[src/inc/mbc_regs.vh]
/*
 * Register map, field positions, reset values and timing counts for the
 * motor bypass contactor sequencer.
 * Assumes a 32-bit AXI4-Lite slave port and a 100 MHz control clock.
 */
`ifndef MBC_REGS_VH
`define MBC_REGS_VH

// ****************************************
// Register byte offsets
// ****************************************
`define MBC_OFF_CONFIG 8'h00
`define MBC_OFF_CONTROL 8'h04
`define MBC_OFF_DEAD 8'h08
`define MBC_OFF_RETURN 8'h0C
`define MBC_OFF_ENTRY 8'h10
`define MBC_OFF_THRESH 8'h14
`define MBC_OFF_WATCH 8'h18
`define MBC_OFF_STATUS 8'h1C
`define MBC_OFF_IRQ_STAT 8'h20
`define MBC_OFF_IRQ_EN 8'h24
`define MBC_OFF_IRQ_CLR 8'h28
`define MBC_OFF_SETPOINT 8'h2C

// ****************************************
// Field positions
// ****************************************
// Configuration
`define MBC_CFG_BY_CMD 0
`define MBC_CFG_BY_SPEED 1
`define MBC_CFG_FLY_LSB 4
`define MBC_CFG_ARST_LSB 8
// Control
`define MBC_CTL_RUN 0
`define MBC_CTL_BYPASS 1
`define MBC_CTL_RAMP_STOP 2
`define MBC_CTL_COAST_STOP 3
`define MBC_CTL_QUICK_STOP 4
`define MBC_CTL_FAULT_ACK 5
// Status
`define MBC_ST_READY 0
`define MBC_ST_BYPASS 1
`define MBC_ST_FAULT 2
`define MBC_ST_PULSE_EN 3
`define MBC_ST_CATCH 4
`define MBC_ST_TEMP_SUP 5
`define MBC_ST_STATE_LSB 8
// Interrupt events
`define MBC_EV_ENTER 0
`define MBC_EV_LEAVE 1
`define MBC_EV_FAULT 2

// ****************************************
// Reset values and timing
// ****************************************
`define MBC_CFG_RESET 32'h0000_0000
`define MBC_TIME_RESET 32'h0000_0064
`define MBC_AUTO_RESTART_BYPASS 4'h4
`define MBC_FLY_MODE_A 4'h1
`define MBC_FLY_MODE_B 4'h4
`define MBC_CLK_MHZ 100
`define MBC_TICK_US 1000
`define MBC_TICK_CYCLES (`MBC_CLK_MHZ * `MBC_TICK_US)

`endif

[src/hdl/mbc_sequencer.v]
/*
 * Motor bypass contactor sequencer: moves the motor between converter feed
 * and direct line feed, with AXI4-Lite registers and one interrupt line.
 * Assumes contactor feedback pins are asynchronous and one 100 MHz clock.
 */
`timescale 1ns/1ps
`include "mbc_regs.vh"

module mbc_sequencer
#(
	parameter TICK_CYCLES = `MBC_TICK_CYCLES,
	parameter TW = 16
)
(
	// Clock and reset
	input wire aclk,
	input wire aresetn,
	// AXI4-Lite write address and data
	input wire [7:0] s_axi_awaddr,
	input wire s_axi_awvalid,
	output reg s_axi_awready,
	input wire [31:0] s_axi_wdata,
	input wire [3:0] s_axi_wstrb,
	input wire s_axi_wvalid,
	output reg s_axi_wready,
	// AXI4-Lite write response
	output reg [1:0] s_axi_bresp,
	output reg s_axi_bvalid,
	input wire s_axi_bready,
	// AXI4-Lite read
	input wire [7:0] s_axi_araddr,
	input wire s_axi_arvalid,
	output reg s_axi_arready,
	output reg [31:0] s_axi_rdata,
	output reg [1:0] s_axi_rresp,
	output reg s_axi_rvalid,
	input wire s_axi_rready,
	// Contactors
	output reg inverter_side_contactor,
	output reg line_side_contactor,
	input wire inverter_fb_pin,
	input wire line_fb_pin,
	// Drive interface
	output reg pulse_enable,
	output reg catch_request,
	output reg temp_supervision,
	input wire catch_done,
	// Interrupt
	output reg irq
);

	// ****************************************
	// States
	// ****************************************
	localparam [7:0] ST_POWERUP = 8'h01;
	localparam [7:0] ST_INVERTER = 8'h02;
	localparam [7:0] ST_ENTRY = 8'h04;
	localparam [7:0] ST_DEAD_IN = 8'h08;
	localparam [7:0] ST_BYPASS = 8'h10;
	localparam [7:0] ST_DEAD_OUT = 8'h20;
	localparam [7:0] ST_CATCH = 8'h40;
	localparam [7:0] ST_FAULT = 8'h80;

	// ****************************************
	// Registers and internal state
	// ****************************************
	reg [31:0] config_reg;
	reg [31:0] control;
	reg [TW-1:0] dead_ms;
	reg [TW-1:0] return_ms;
	reg [TW-1:0] entry_ms;
	reg [TW-1:0] watch_ms;
	reg [31:0] bypass_speed_threshold;
	reg [31:0] speed_setpoint;
	reg [2:0] irq_status;
	reg [2:0] irq_enable;
	reg [7:0] state;
	reg ready_state_bit;
	reg [2:0] inv_sync;
	reg [2:0] line_sync;
	reg inv_fb;
	reg line_fb;
	reg [7:0] aw_addr;
	reg aw_held;
	reg [31:0] w_data;
	reg w_held;
	reg powerup_done;
	reg tmr_load;
	reg [TW-1:0] tmr_ms;
	reg wtmr_load;
	reg [2:0] event_set;
	wire tmr_done;
	wire wtmr_done;
	wire bypass_cmd_wanted;
	wire bypass_speed_wanted;
	wire want_bypass;
	wire hard_stop;
	wire fly_ok;
	wire bypass_active_bit;
	wire wr_fire;

	// Field helper used by several register loads
	function [TW-1:0] time_field;
		input [31:0] d;
		begin
			time_field = d[TW-1:0];
		end
	endfunction

	// ****************************************
	// Timers
	// ****************************************
	mbc_timer #(.TICK_CYCLES(TICK_CYCLES), .WIDTH(TW)) u_seq_tmr
	(
		.aclk(aclk),
		.aresetn(aresetn),
		.load(tmr_load),
		.load_ms(tmr_ms),
		.done(tmr_done)
	);

	mbc_timer #(.TICK_CYCLES(TICK_CYCLES), .WIDTH(TW)) u_watch_tmr
	(
		.aclk(aclk),
		.aresetn(aresetn),
		.load(wtmr_load),
		.load_ms(watch_ms),
		.done(wtmr_done)
	);

	// ****************************************
	// Feedback synchronisers
	// ****************************************
	// feedback read
	// Three stages; the level changes only once stages two and three agree
	always @(posedge aclk)
	begin
		if (!aresetn)
		begin
			inv_sync <= 3'h0;
			line_sync <= 3'h0;
			inv_fb <= 1'b0;
			line_fb <= 1'b0;
		end
		else
		begin
			inv_sync <= {inv_sync[1:0], inverter_fb_pin};
			line_sync <= {line_sync[1:0], line_fb_pin};
			if (inv_sync[1] == inv_sync[2])
				inv_fb <= inv_sync[2];
			if (line_sync[1] == line_sync[2])
				line_fb <= line_sync[2];
		end
	end

	// ****************************************
	// Trigger decode
	// ****************************************
	// trigger select
	assign bypass_cmd_wanted = config_reg[`MBC_CFG_BY_CMD] & control[`MBC_CTL_BYPASS] & control[`MBC_CTL_RUN];
	assign bypass_speed_wanted = config_reg[`MBC_CFG_BY_SPEED] & control[`MBC_CTL_RUN]
		& (speed_setpoint > bypass_speed_threshold);
	// Without a usable flying restart mode the return could not catch the motor
	assign fly_ok = (config_reg[`MBC_CFG_FLY_LSB+3:`MBC_CFG_FLY_LSB] == `MBC_FLY_MODE_A)
		| (config_reg[`MBC_CFG_FLY_LSB+3:`MBC_CFG_FLY_LSB] == `MBC_FLY_MODE_B);
	assign want_bypass = (bypass_cmd_wanted | bypass_speed_wanted) & fly_ok;
	assign hard_stop = control[`MBC_CTL_COAST_STOP] | control[`MBC_CTL_QUICK_STOP];
	assign bypass_active_bit = (state == ST_BYPASS);

	// ****************************************
	// Sequencer
	// ****************************************
	// Contactor outputs are registered; any non-listed state goes to ST_FAULT and leaves both as they were
	always @(posedge aclk)
	begin
		tmr_load <= 1'b0;
		wtmr_load <= 1'b0;
		event_set <= 3'h0;
		if (!aresetn)
		begin
			state <= ST_POWERUP;
			inverter_side_contactor <= 1'b0;
			line_side_contactor <= 1'b0;
			pulse_enable <= 1'b0;
			catch_request <= 1'b0;
			ready_state_bit <= 1'b0;
			temp_supervision <= 1'b0;
			tmr_ms <= {TW{1'b0}};
			powerup_done <= 1'b0;
		end
		else
		begin
			temp_supervision <= ready_state_bit | pulse_enable;
			case (state)
			ST_POWERUP:
			begin
				// Wait a watch interval so the feedback synchronisers settle
				if (!powerup_done)
				begin
					powerup_done <= 1'b1;
					wtmr_load <= 1'b1;
				end
				// Done is stale until the load pulse has reached the timer
				else if (wtmr_done && !wtmr_load)
				begin
					ready_state_bit <= 1'b1;
					if (config_reg[`MBC_CFG_BY_CMD] && line_fb && !inv_fb && bypass_cmd_wanted
						&& config_reg[`MBC_CFG_ARST_LSB+3:`MBC_CFG_ARST_LSB] == `MBC_AUTO_RESTART_BYPASS)
					begin
						line_side_contactor <= 1'b1;
						state <= ST_BYPASS;
						wtmr_load <= 1'b1;
					end
					else
					begin
						inverter_side_contactor <= 1'b1;
						pulse_enable <= control[`MBC_CTL_RUN];
						state <= ST_INVERTER;
						wtmr_load <= 1'b1;
					end
				end
			end
			ST_INVERTER:
			begin
				pulse_enable <= control[`MBC_CTL_RUN] & ~hard_stop & ~control[`MBC_CTL_RAMP_STOP];
				if (want_bypass && !hard_stop)
				begin
					tmr_ms <= entry_ms;
					tmr_load <= 1'b1;
					state <= ST_ENTRY;
				end
			end
			ST_ENTRY:
			begin
				if (!want_bypass)
					state <= ST_INVERTER;
				else if (tmr_done && !tmr_load)
				begin
					pulse_enable <= 1'b0;
					inverter_side_contactor <= 1'b0;
					tmr_ms <= dead_ms;
					tmr_load <= 1'b1;
					wtmr_load <= 1'b1;
					state <= ST_DEAD_IN;
				end
			end
			ST_DEAD_IN:
			begin
				// close line side after dead time
				// only when inverter side confirmed open
				if (tmr_done && !tmr_load && !inv_fb)
				begin
					line_side_contactor <= 1'b1;
					wtmr_load <= 1'b1;
					event_set[`MBC_EV_ENTER] <= 1'b1;
					state <= ST_BYPASS;
				end
			end
			ST_BYPASS:
			begin
				// coast or quick stop leave line operation
				if (hard_stop || !want_bypass)
				begin
					if (!hard_stop)
					begin
						tmr_ms <= return_ms;
						tmr_load <= 1'b1;
					end
					else
						tmr_ms <= {TW{1'b0}};
					state <= ST_DEAD_OUT;
					catch_request <= 1'b0;
				end
			end
			ST_DEAD_OUT:
			begin
				// return delay (none on coast or quick stop), then open line and wait dead time
				if (line_side_contactor && tmr_done && !tmr_load)
				begin
					line_side_contactor <= 1'b0;
					tmr_ms <= dead_ms;
					tmr_load <= 1'b1;
					wtmr_load <= 1'b1;
				end
				else if (!line_side_contactor && tmr_done && !tmr_load && !line_fb)
				begin
					inverter_side_contactor <= 1'b1;
					wtmr_load <= 1'b1;
					if (hard_stop)
						state <= ST_INVERTER;
					else
					begin
						catch_request <= 1'b1;
						state <= ST_CATCH;
					end
				end
			end
			ST_CATCH:
			begin
				if (catch_done)
				begin
					catch_request <= 1'b0;
					pulse_enable <= 1'b1;
					event_set[`MBC_EV_LEAVE] <= 1'b1;
					state <= ST_INVERTER;
				end
			end
			ST_FAULT:
			begin
				if (control[`MBC_CTL_FAULT_ACK] && !inv_fb && !line_fb)
					state <= ST_POWERUP;
				powerup_done <= 1'b0;
			end
			default:
				state <= ST_FAULT;
			endcase
			if (state != ST_FAULT && state != ST_POWERUP && wtmr_done && !wtmr_load
				&& (inv_fb != inverter_side_contactor || line_fb != line_side_contactor))
			begin
				inverter_side_contactor <= 1'b0;
				line_side_contactor <= 1'b0;
				pulse_enable <= 1'b0;
				catch_request <= 1'b0;
				ready_state_bit <= 1'b0;
				event_set[`MBC_EV_FAULT] <= 1'b1;
				state <= ST_FAULT;
			end
		end
	end

	// ****************************************
	// AXI4-Lite write path
	// ****************************************
	assign wr_fire = aw_held & w_held & ~s_axi_bvalid;

	// Address and data captured in either order; response after both
	always @(posedge aclk)
	begin
		if (!aresetn)
		begin
			s_axi_awready <= 1'b1;
			s_axi_wready <= 1'b1;
			aw_held <= 1'b0;
			w_held <= 1'b0;
			aw_addr <= 8'h00;
			w_data <= 32'h0000_0000;
			s_axi_bvalid <= 1'b0;
			s_axi_bresp <= 2'h0;
			config_reg <= `MBC_CFG_RESET;
			control <= 32'h0000_0000;
			dead_ms <= time_field(`MBC_TIME_RESET);
			return_ms <= time_field(`MBC_TIME_RESET);
			entry_ms <= time_field(`MBC_TIME_RESET);
			watch_ms <= time_field(`MBC_TIME_RESET);
			bypass_speed_threshold <= 32'h0000_0000;
			speed_setpoint <= 32'h0000_0000;
			irq_status <= 3'h0;
			irq_enable <= 3'h0;
			irq <= 1'b0;
		end
		else
		begin
			if (s_axi_awvalid && s_axi_awready)
			begin
				aw_addr <= s_axi_awaddr;
				aw_held <= 1'b1;
				s_axi_awready <= 1'b0;
			end
			if (s_axi_wvalid && s_axi_wready)
			begin
				w_data <= s_axi_wdata;
				w_held <= 1'b1;
				s_axi_wready <= 1'b0;
			end
			// Clear first, then event set, so a same-cycle event is kept
			if (wr_fire && aw_addr == `MBC_OFF_IRQ_CLR)
				irq_status <= (irq_status & ~w_data[2:0]) | event_set;
			else
				irq_status <= irq_status | event_set;
			irq <= |(irq_status & irq_enable);
			if (wr_fire)
			begin
				aw_held <= 1'b0;
				w_held <= 1'b0;
				s_axi_bvalid <= 1'b1;
				s_axi_bresp <= 2'h0;
				case (aw_addr)
				`MBC_OFF_CONFIG: config_reg <= w_data;
				`MBC_OFF_CONTROL: control <= w_data;
				`MBC_OFF_DEAD: dead_ms <= time_field(w_data);
				`MBC_OFF_RETURN: return_ms <= time_field(w_data);
				`MBC_OFF_ENTRY: entry_ms <= time_field(w_data);
				`MBC_OFF_THRESH: bypass_speed_threshold <= w_data;
				`MBC_OFF_WATCH: watch_ms <= time_field(w_data);
				`MBC_OFF_IRQ_EN: irq_enable <= w_data[2:0];
				`MBC_OFF_SETPOINT: speed_setpoint <= w_data;
				`MBC_OFF_STATUS, `MBC_OFF_IRQ_STAT, `MBC_OFF_IRQ_CLR: s_axi_bresp <= 2'h0;
				default: s_axi_bresp <= 2'h2;
				endcase
			end
			if (s_axi_bvalid && s_axi_bready)
			begin
				s_axi_bvalid <= 1'b0;
				s_axi_awready <= 1'b1;
				s_axi_wready <= 1'b1;
			end
		end
	end

	// ****************************************
	// AXI4-Lite read path
	// ****************************************
	// One read at a time; arready drops until rdata is taken
	always @(posedge aclk)
	begin
		if (!aresetn)
		begin
			s_axi_arready <= 1'b1;
			s_axi_rvalid <= 1'b0;
			s_axi_rdata <= 32'h0000_0000;
			s_axi_rresp <= 2'h0;
		end
		else if (s_axi_arvalid && s_axi_arready)
		begin
			s_axi_arready <= 1'b0;
			s_axi_rvalid <= 1'b1;
			s_axi_rresp <= 2'h0;
			case (s_axi_araddr)
			`MBC_OFF_CONFIG: s_axi_rdata <= config_reg;
			`MBC_OFF_CONTROL: s_axi_rdata <= control;
			`MBC_OFF_DEAD: s_axi_rdata <= {{(32-TW){1'b0}}, dead_ms};
			`MBC_OFF_RETURN: s_axi_rdata <= {{(32-TW){1'b0}}, return_ms};
			`MBC_OFF_ENTRY: s_axi_rdata <= {{(32-TW){1'b0}}, entry_ms};
			`MBC_OFF_THRESH: s_axi_rdata <= bypass_speed_threshold;
			`MBC_OFF_WATCH: s_axi_rdata <= {{(32-TW){1'b0}}, watch_ms};
			`MBC_OFF_STATUS: s_axi_rdata <= {16'h0000, state, 2'h0, temp_supervision, catch_request,
				pulse_enable, (state == ST_FAULT), bypass_active_bit, ready_state_bit};
			`MBC_OFF_IRQ_STAT: s_axi_rdata <= {29'h0000_0000, irq_status};
			`MBC_OFF_IRQ_EN: s_axi_rdata <= {29'h0000_0000, irq_enable};
			`MBC_OFF_IRQ_CLR: s_axi_rdata <= 32'h0000_0000;
			`MBC_OFF_SETPOINT: s_axi_rdata <= speed_setpoint;
			default:
			begin
				s_axi_rdata <= 32'h0000_0000;
				s_axi_rresp <= 2'h2;
			end
			endcase
		end
		else if (s_axi_rvalid && s_axi_rready)
		begin
			s_axi_rvalid <= 1'b0;
			s_axi_arready <= 1'b1;
		end
	end

endmodule

[src/hdl/mbc_timer.v]
/*
 * Millisecond down-counter used for every sequencer delay.
 * Assumes a one-cycle load pulse from the sequencer on the same clock.
 */
`timescale 1ns/1ps
`include "mbc_regs.vh"

module mbc_timer
#(
	parameter TICK_CYCLES = `MBC_TICK_CYCLES,
	parameter WIDTH = 16
)
(
	// Clock and reset
	input wire aclk,
	input wire aresetn,
	// Control
	input wire load,
	input wire [WIDTH-1:0] load_ms,
	// Result
	output reg done
);

	reg [31:0] tick;
	reg [WIDTH-1:0] remain;

	// Prescaler and ms countdown; done stays high until reloaded
	always @(posedge aclk)
	begin
		if (!aresetn)
		begin
			tick <= 32'h0000_0000;
			remain <= {WIDTH{1'b0}};
			done <= 1'b0;
		end
		else if (load)
		begin
			tick <= 32'h0000_0000;
			remain <= load_ms;
			done <= 1'b0;
		end
		else if (remain == {WIDTH{1'b0}})
			done <= 1'b1;
		else if (tick == TICK_CYCLES - 1)
		begin
			tick <= 32'h0000_0000;
			remain <= remain - {{(WIDTH-1){1'b0}}, 1'b1};
		end
		else
			tick <= tick + 32'h0000_0001;
	end

endmodule

[config.mk]
export PLATFORM = sky130hd
export DESIGN_NAME = mbc_sequencer
export DESIGN_NICKNAME = d
export VERILOG_FILES = /design/src/hdl/mbc_sequencer.v /design/src/hdl/mbc_timer.v
export VERILOG_INCLUDE_DIRS = /design/src /design/src/inc
export SDC_FILE = /design/constraint.sdc
export NUM_CORES = 1
export LEC_CHECK = 0
export ABC_AREA = 1
export BUFFER_PORTS_ARGS = -buffer_cell sky130_fd_sc_hd__buf_2
export CAP_MARGIN = 20
export CORE_ASPECT_RATIO = 1.75
export CORE_UTILIZATION = 29
export DETAILED_ROUTE_END_ITERATION = 7
export GPL_TIMING_DRIVEN = 0
export PLACE_DENSITY = 0.52
export SYNTH_ARGS = -nofsm -noshare
export SYNTH_HDL_FRONTEND = slang
export SYNTH_SLANG_ARGS = --single-unit
[constraint.sdc]
create_clock -name aclk -period 2.6 [get_ports aclk]
set_input_delay 0.26 -clock aclk [delete_from_list [all_inputs] [get_ports aclk]]
set_output_delay 0.26 -clock aclk [all_outputs]
set_load 0.05 [all_outputs]
# == Yosys cells after proc, flatten, opt, wreduce, memory -nomap -nowiden ==
# Index checks and enable logic that the tools add are counted.
# W data, S select, Z words.
# word_totals
output_inout_bits,47
regBits,424
wordCells,299
# op_classes
order_cmp,1
bitwise_logic,22
n_eq_ne,69
mux,79
n_reduce_logical,76
n_addsub,4
# op_table
operator,n
$pmux W32 S11,1
$mux W16,12
$mux W8,12
$eq A8 B5 Y1 const B,9
$eq A8 B6 Y1 const B,9
$add A32 B1 Y32 const B,2
$eq A32 B17 Y1 const B,2
$mux W32,2
$pmux W16 S4,1
$pmux W8 S8,1
$eq A8 B4 Y1 const B,5
$mux W1,38
$gt A32 B32 Y1,1
$logic_not A16 Y1,2
$ne A2 B2 Y1 const B,16
$sub A16 B1 Y16 const B,2
$ne A3 B3 Y1 const B,9
$reduce_and A2 Y1,13
$logic_and A1 B1 Y1,25
$eq A8 B3 Y1 const B,3
$reduce_or A12 Y1,2
$reduce_and A10 Y1,2
$reduce_and A6 Y1,3
$logic_not A8 Y1,2
36 further kinds,77

# == Longest topological paths before layout ==
# depth
depth_word,9
ltp_mapped,22
depth_no_buf,21

# == By module ==
# From an unflattened synthesis, not the netlist that was laid out.
# hier_totals
hier_cells,3016
area_unflattened_um2,20782.4
# modules_own_cells
mod,n_inst,area_per_inst_um2,cells_per_inst
mbc_sequencer,1,14176.1,1840
mbc_timer,2,3303.2,588

# == Worst setup path after synthesis ==
# OpenSTA, ideal clock, no wires.
# synth_timing
path_type,register to register
from,register bypass_speed_threshold[31]
to,register state[2]
setup_time_ns,0.113
t_arrival_ns,2.026
period_less_slack_ns,2.139
stages_incl_launch_ff,17
required_time_ns,2.487
path_slack_ns,0.461
path_cell_list,dfxtp_1 > inv_1 > ha_1 > nand2_1 > nor3_2 > nand3_1 > clkinv_1 > nand2_1 > nand2_1 > nand2_1 > nand2_2 > nand3_1 > nand2_1 > nand3_1 > buf_4 > o21ai_1 > nor2_1
# synth_via
elab_chain_len,8
# synth_rtl
item,line,source
from (decl),mbc_sequencer.v:73,reg [31:0] bypass_speed_threshold;
from (signal assigned),mbc_sequencer.v:393,`MBC_OFF_THRESH: bypass_speed_threshold <= w_data;
$gt A32 B32 Y1 (*),mbc_sequencer.v:162,& (speed_setpoint > bypass_speed_threshold);
$and A1 B1 Y1 (*),mbc_sequencer.v:161,assign bypass_speed_wanted = config_reg[`MBC_CFG_BY_SPEED] & control[`MBC_CTL_RUN]
$or A1 B1 Y1 (*),mbc_sequencer.v:166,assign want_bypass = (bypass_cmd_wanted | bypass_speed_wanted) & fly_ok;
$and A1 B1 Y1 (*),mbc_sequencer.v:166,
$logic_not A1 Y1,mbc_sequencer.v:262,if (hard_stop || !want_bypass)
$logic_or A1 B1 Y1,mbc_sequencer.v:262,
$ne A2 B1 Y1 (no source line),n/a,
$reduce_and A10 Y1 (no source line),n/a,
to (signal assigned),mbc_sequencer.v:256,state <= ST_BYPASS;
to (signal assigned),mbc_sequencer.v:271,state <= ST_DEAD_OUT;
to (signal assigned),mbc_sequencer.v:290,state <= ST_INVERTER;
to (decl),mbc_sequencer.v:77,reg [7:0] state;
# Mark *: on every way between the ends. The rest lies on a longest branch, timed or not.
# A chain may end at the register's enable or synchronous reset.

# == Worst setup path after layout ==
# layout_timing
from,register s_axi_arready
to,register s_axi_rdata[0]
# layout_via
elab_chain_len,1
# layout_rtl
item,line,source
from (decl),mbc_sequencer.v:33,"output reg s_axi_arready,"
from (signal assigned),mbc_sequencer.v:418,s_axi_arready <= 1'b1;
from (signal assigned),mbc_sequencer.v:425,s_axi_arready <= 1'b0;
from (signal assigned),mbc_sequencer.v:452,s_axi_arready <= 1'b1;
$logic_and A1 B1 Y1,mbc_sequencer.v:423,else if (s_axi_arvalid && s_axi_arready)
to (signal assigned),mbc_sequencer.v:429,`MBC_OFF_CONFIG: s_axi_rdata <= config_reg;
to (signal assigned),mbc_sequencer.v:430,`MBC_OFF_CONTROL: s_axi_rdata <= control;
to (signal assigned),mbc_sequencer.v:431,"`MBC_OFF_DEAD: s_axi_rdata <= {{(32-TW){1'b0}}, dead_ms};"
to (decl),mbc_sequencer.v:34,"output reg [31:0] s_axi_rdata,"
# Every way passes these cells.

==> results.txt <==
----------------------------------------------------
[Status]
  Outcome ... complete, no violations

[Floorplanning]
  Die Height ... 349.4 microns
  Area of the core ... 68,330 sq um
  Initial cell density of the core ... 29.27%
  Count of pins on the block boundary ... 109
  Total Die Area ... about 70,000 sq um
  Die width ... roughly 200 microns
  Std cell rows ... about 130

[Cells and area]
  Fin util ... between 30% and 40%
  Ratio of cells with drive above 1 in the final layout ... 12.80%
  # diodes ... 0
  Synth-to-Final Area Change ... 21.59%
  Fill count ... between 7,000 and 8,000
  Non-Filler Instances ... 3,904
  Post-layout net count ... between 3,000 and 4,000

[Synthesis]
  Count of flip-flops with a built-in enable after synthesis ... 0
  Post-synthesis register bit count ... 422
  Commonest cells in the netlist ... 526 x nand2_1, 422 x dfxtp_1, 306 x a21oi_1
  Area fraction of the dominant cell type after synthesis ... 42.23%
  Syn Std Cell Area ... 20,000 sq um
  Dominant cell by count in the synthesized netlist ... nand2_1
  Dominant cell type by area after synthesis ... dfxtp_1
  Number of unique standard cell types used by synthesis ... 57
  Share of flip-flops with an asynchronous set or reset after synthesis ... 0%
  Most frequently used flop master after synthesis ... dfxtp_1
  Average instance area after synthesis ... 7.255 sq um
  Sequential element share of the synthesized area ... 42.23%
  Post-Syn Instances ... 2,757
  Cell types with the largest area share after synthesis ... dfxtp_1 42%, nand2_1 9.9%, a21oi_1 7.7%
  Count of synthesis-stage warnings from yosys ... 0

[Global routing]
  Largest net degree at the start of global routing ... 14
  Antenna violations before repair ... 2
  Total routing usage reported by global routing ... 24.10%
  Vias in the first global route ... just over 20,000
  Overflow after GRT ... 0
  First-pass GRT wire length ... about 130,000 microns

[Critical path]
  Critical Path Source Type ... register
  Worst Path Max Fanout ... 10
  Arrival time of data at the critical path endpoint ... 3.09 ns
  Kind of end point of the critical path ... register
  Required arrival time at the worst endpoint ... between 3 and 4 ns
  Setup CP Type ... register to register
  Worst-case register-to-register setup slack ... 0.05 ns
  Startpoint of the worst register-to-register path ... s_axi_arready$_SDFFE_PN1P_
  Critical register-to-register path endpoint ... s_axi_rdata[0]$_SDFFE_PN0P_
  Worst reg-to-reg path cell count ... 5

[Run]
  Max-capacitance violation count ... 0

[STA]
  Total count of max-transition violations in the final report ... 0
  Final worst-path cycle share ... 98.04%
  F_max ... a little under 400 MHz
  Worst slew margin relative to its limit ... 21.46%
  # setup viols final ... 0
  Clk_skew ... 0.02824 ns
  Setup ws final ... 0.05090 ns
  Minimum clock period ... 2.549 ns
  Post-Route Setup TNS ... 0 ns
  Final Hold Viols ... 0
  Actual slew at the worst max-slew pin ... 1.178 ns

[Routing]
  Routed via count ... 19,916
  DRC violations left ... 0
  Aggregate routed wire length ... 85,520 microns
  Average detailed-routed wire length per instance ... 21.90 microns
  Detail-routed via count per cell ... about 5.1
  DRC marker count from the first detailed-route iteration ... 931
  Detail Route Antenna Nets ... 0
  Number of optimization iterations in the first detailed-route pass ... 5

[Clocking]
  Clock slew seen by the registers of the worst setup and hold paths ... 0.06 ns
  Cell chosen for the clock root ... clkbuf_16
  TritonCTS clock tree ... done
  Maximum clock insertion buffer count ... 3
  Sink Count ... 422
  Worst-skew pair later-pin latency ... 0.61 ns
  Number of CTS-inserted buffers ... 45
  H-tree levels ... 2

[Min path]
  Type of the tightest min-delay check ... primary input to register
  Hold-critical path endpoint ... w_data[7]$_SDFFE_PN0P_
  Min-delay src ... s_axi_wdata[7]
  Number of cells on the worst hold path ... 3

[Placed design]
  Post-placement setup slack ... -0.6738 ns
  Routability congestion estimate from global placement ... 0.9973
  Placed Cells ... 3,763
  Count of port buffers added during placement ... 102
  Detailed placement HPWL ... 66,500 microns

[Pwr]
  Reported leakage power ... 0.008866 uW
  Total Power Consumption ... about 18,000 uW
  Max IR drop VDD ... 0.5216 mV
  Power Density ... 726.5 nW/um^2

----------------------------------------------------
cells by family (layout without fill, tap and decap cells):
kind of cell | Yosys count | in the layout | share of synthesized area, %
and+or+nand+nor | 1138 | 1138 | 25.36
other | 1 | 2 | 0.01875
DFF | 422 | 422 | 42.23
buffers and inverters | 421 | 664 | 8.157
xor gates and xnor gates | 29 | 29 | 1.270
AOI/OAI and AO/OA | 710 | 710 | 20.70
adders and majority gates | 36 | 36 | 2.252
cell usage in the layout (no fill, tap or decap), types with 10 or more instances in the layout:
cell type and n:
o211ai_1 15, or2_2 15, a211oi_1 84, ha_1 25, nor3_1 65, buf_4 23, clkbuf_8 12, o22ai_1 24
o21ai_0 176, a31oi_1 20, nand3_1 85, nor2_1 282, clkbuf_1 105, buf_2 117, a21oi_1 303, nand3b_1 11
dfxtp_1 415, inv_1 247, clkbuf_16 46, xor2_1 21, nand4_1 43, a221oi_1 28, o2111ai_1 19, nor2_4 12
ha_4 10, dlygate4sd3_1 40, nor2_2 10, nand2_1 509, buf_1 10, inv_2 30, nand2_2 15, nor4_1 37
final cells by class:
class	count	area, sq um	area share [%]
buffer	136	586.8	2.413
clock buffer	65	1343	5.520
clock inverter	15	175.2	0.7202
inverter	285	1086	4.465
multi-input combinational	1915	10450	42.95
sequential	422	8457	34.77
tap	903	1130	4.646
timing repair buffer	163	1097	4.512
metrics by stage:
stage	instance area, sq um	hold slack, ns
6_report	24320	0.02239
3_5_place_dp	21650	0.4014
4_1_cts	23900	0.0008605
2_1_floorplan	20010	0.3576
5_1_grt	24320	0.02800
3_3_place_gp	21650	0.3931
worst max-delay path, cell delays in order (launching register included):
cell     delay (ns)
dfxtp_1        0.34
nand2_1        0.41
inv_1          0.42
buf_1          0.64
nand2_1        0.45
a21oi_1        0.23
layer usage:
metal	vias to the layer above	wire [microns]	track usage, %
li1	9818	-	-
met3	275	3552	4.284
met2	539	44820	46.19
met1	9282	28170	21.14
met4	2	8968	22.17
met5	-	9	0
timing repair:
action                                 4_1_cts  5_1_grt
gates resized for setup                     66       66
setup buffers                                5       14
endpoints found under the hold margin       43        0
hold buffers                                40        0
setup endpoints to repair                  109      116
pin swaps                                   14       18
gates cloned                                 1        1
power by group:
group	switching [uW]	total, uW	internal (uW)
Sequential	314	7100	6780
Combinational	2610	3770	1150
Clock	2910	6810	3890
how the worst max path moves through the flow:
stage	slack, ns	start	cells past startpoint	end
finish	0.05	s_axi_arready$_SDFFE_PN1P_	5	s_axi_rdata[0]$_SDFFE_PN0P_
floorplan	0.46	bypass_speed_threshold[31]$_SDFFE_PN0P_	16	state[2]$_SDFFE_PP0P_
global placement	-0.70	s_axi_araddr[7]	12	s_axi_rdata[2]$_SDFFE_PN0P_
CTS	0.007	bypass_speed_threshold[24]$_SDFFE_PN0P_	16	tmr_ms[8]$_SDFFE_PN0P_
global route	-0.007	u_seq_tmr.tick[0]$_SDFFE_PP0P_	10	u_seq_tmr.remain[11]$_SDFFE_PN0P_
detailed placement	-0.67	s_axi_araddr[7]	12	s_axi_rdata[2]$_SDFFE_PN0P_
No activity file was read; power rests on OpenSTA's default activity.
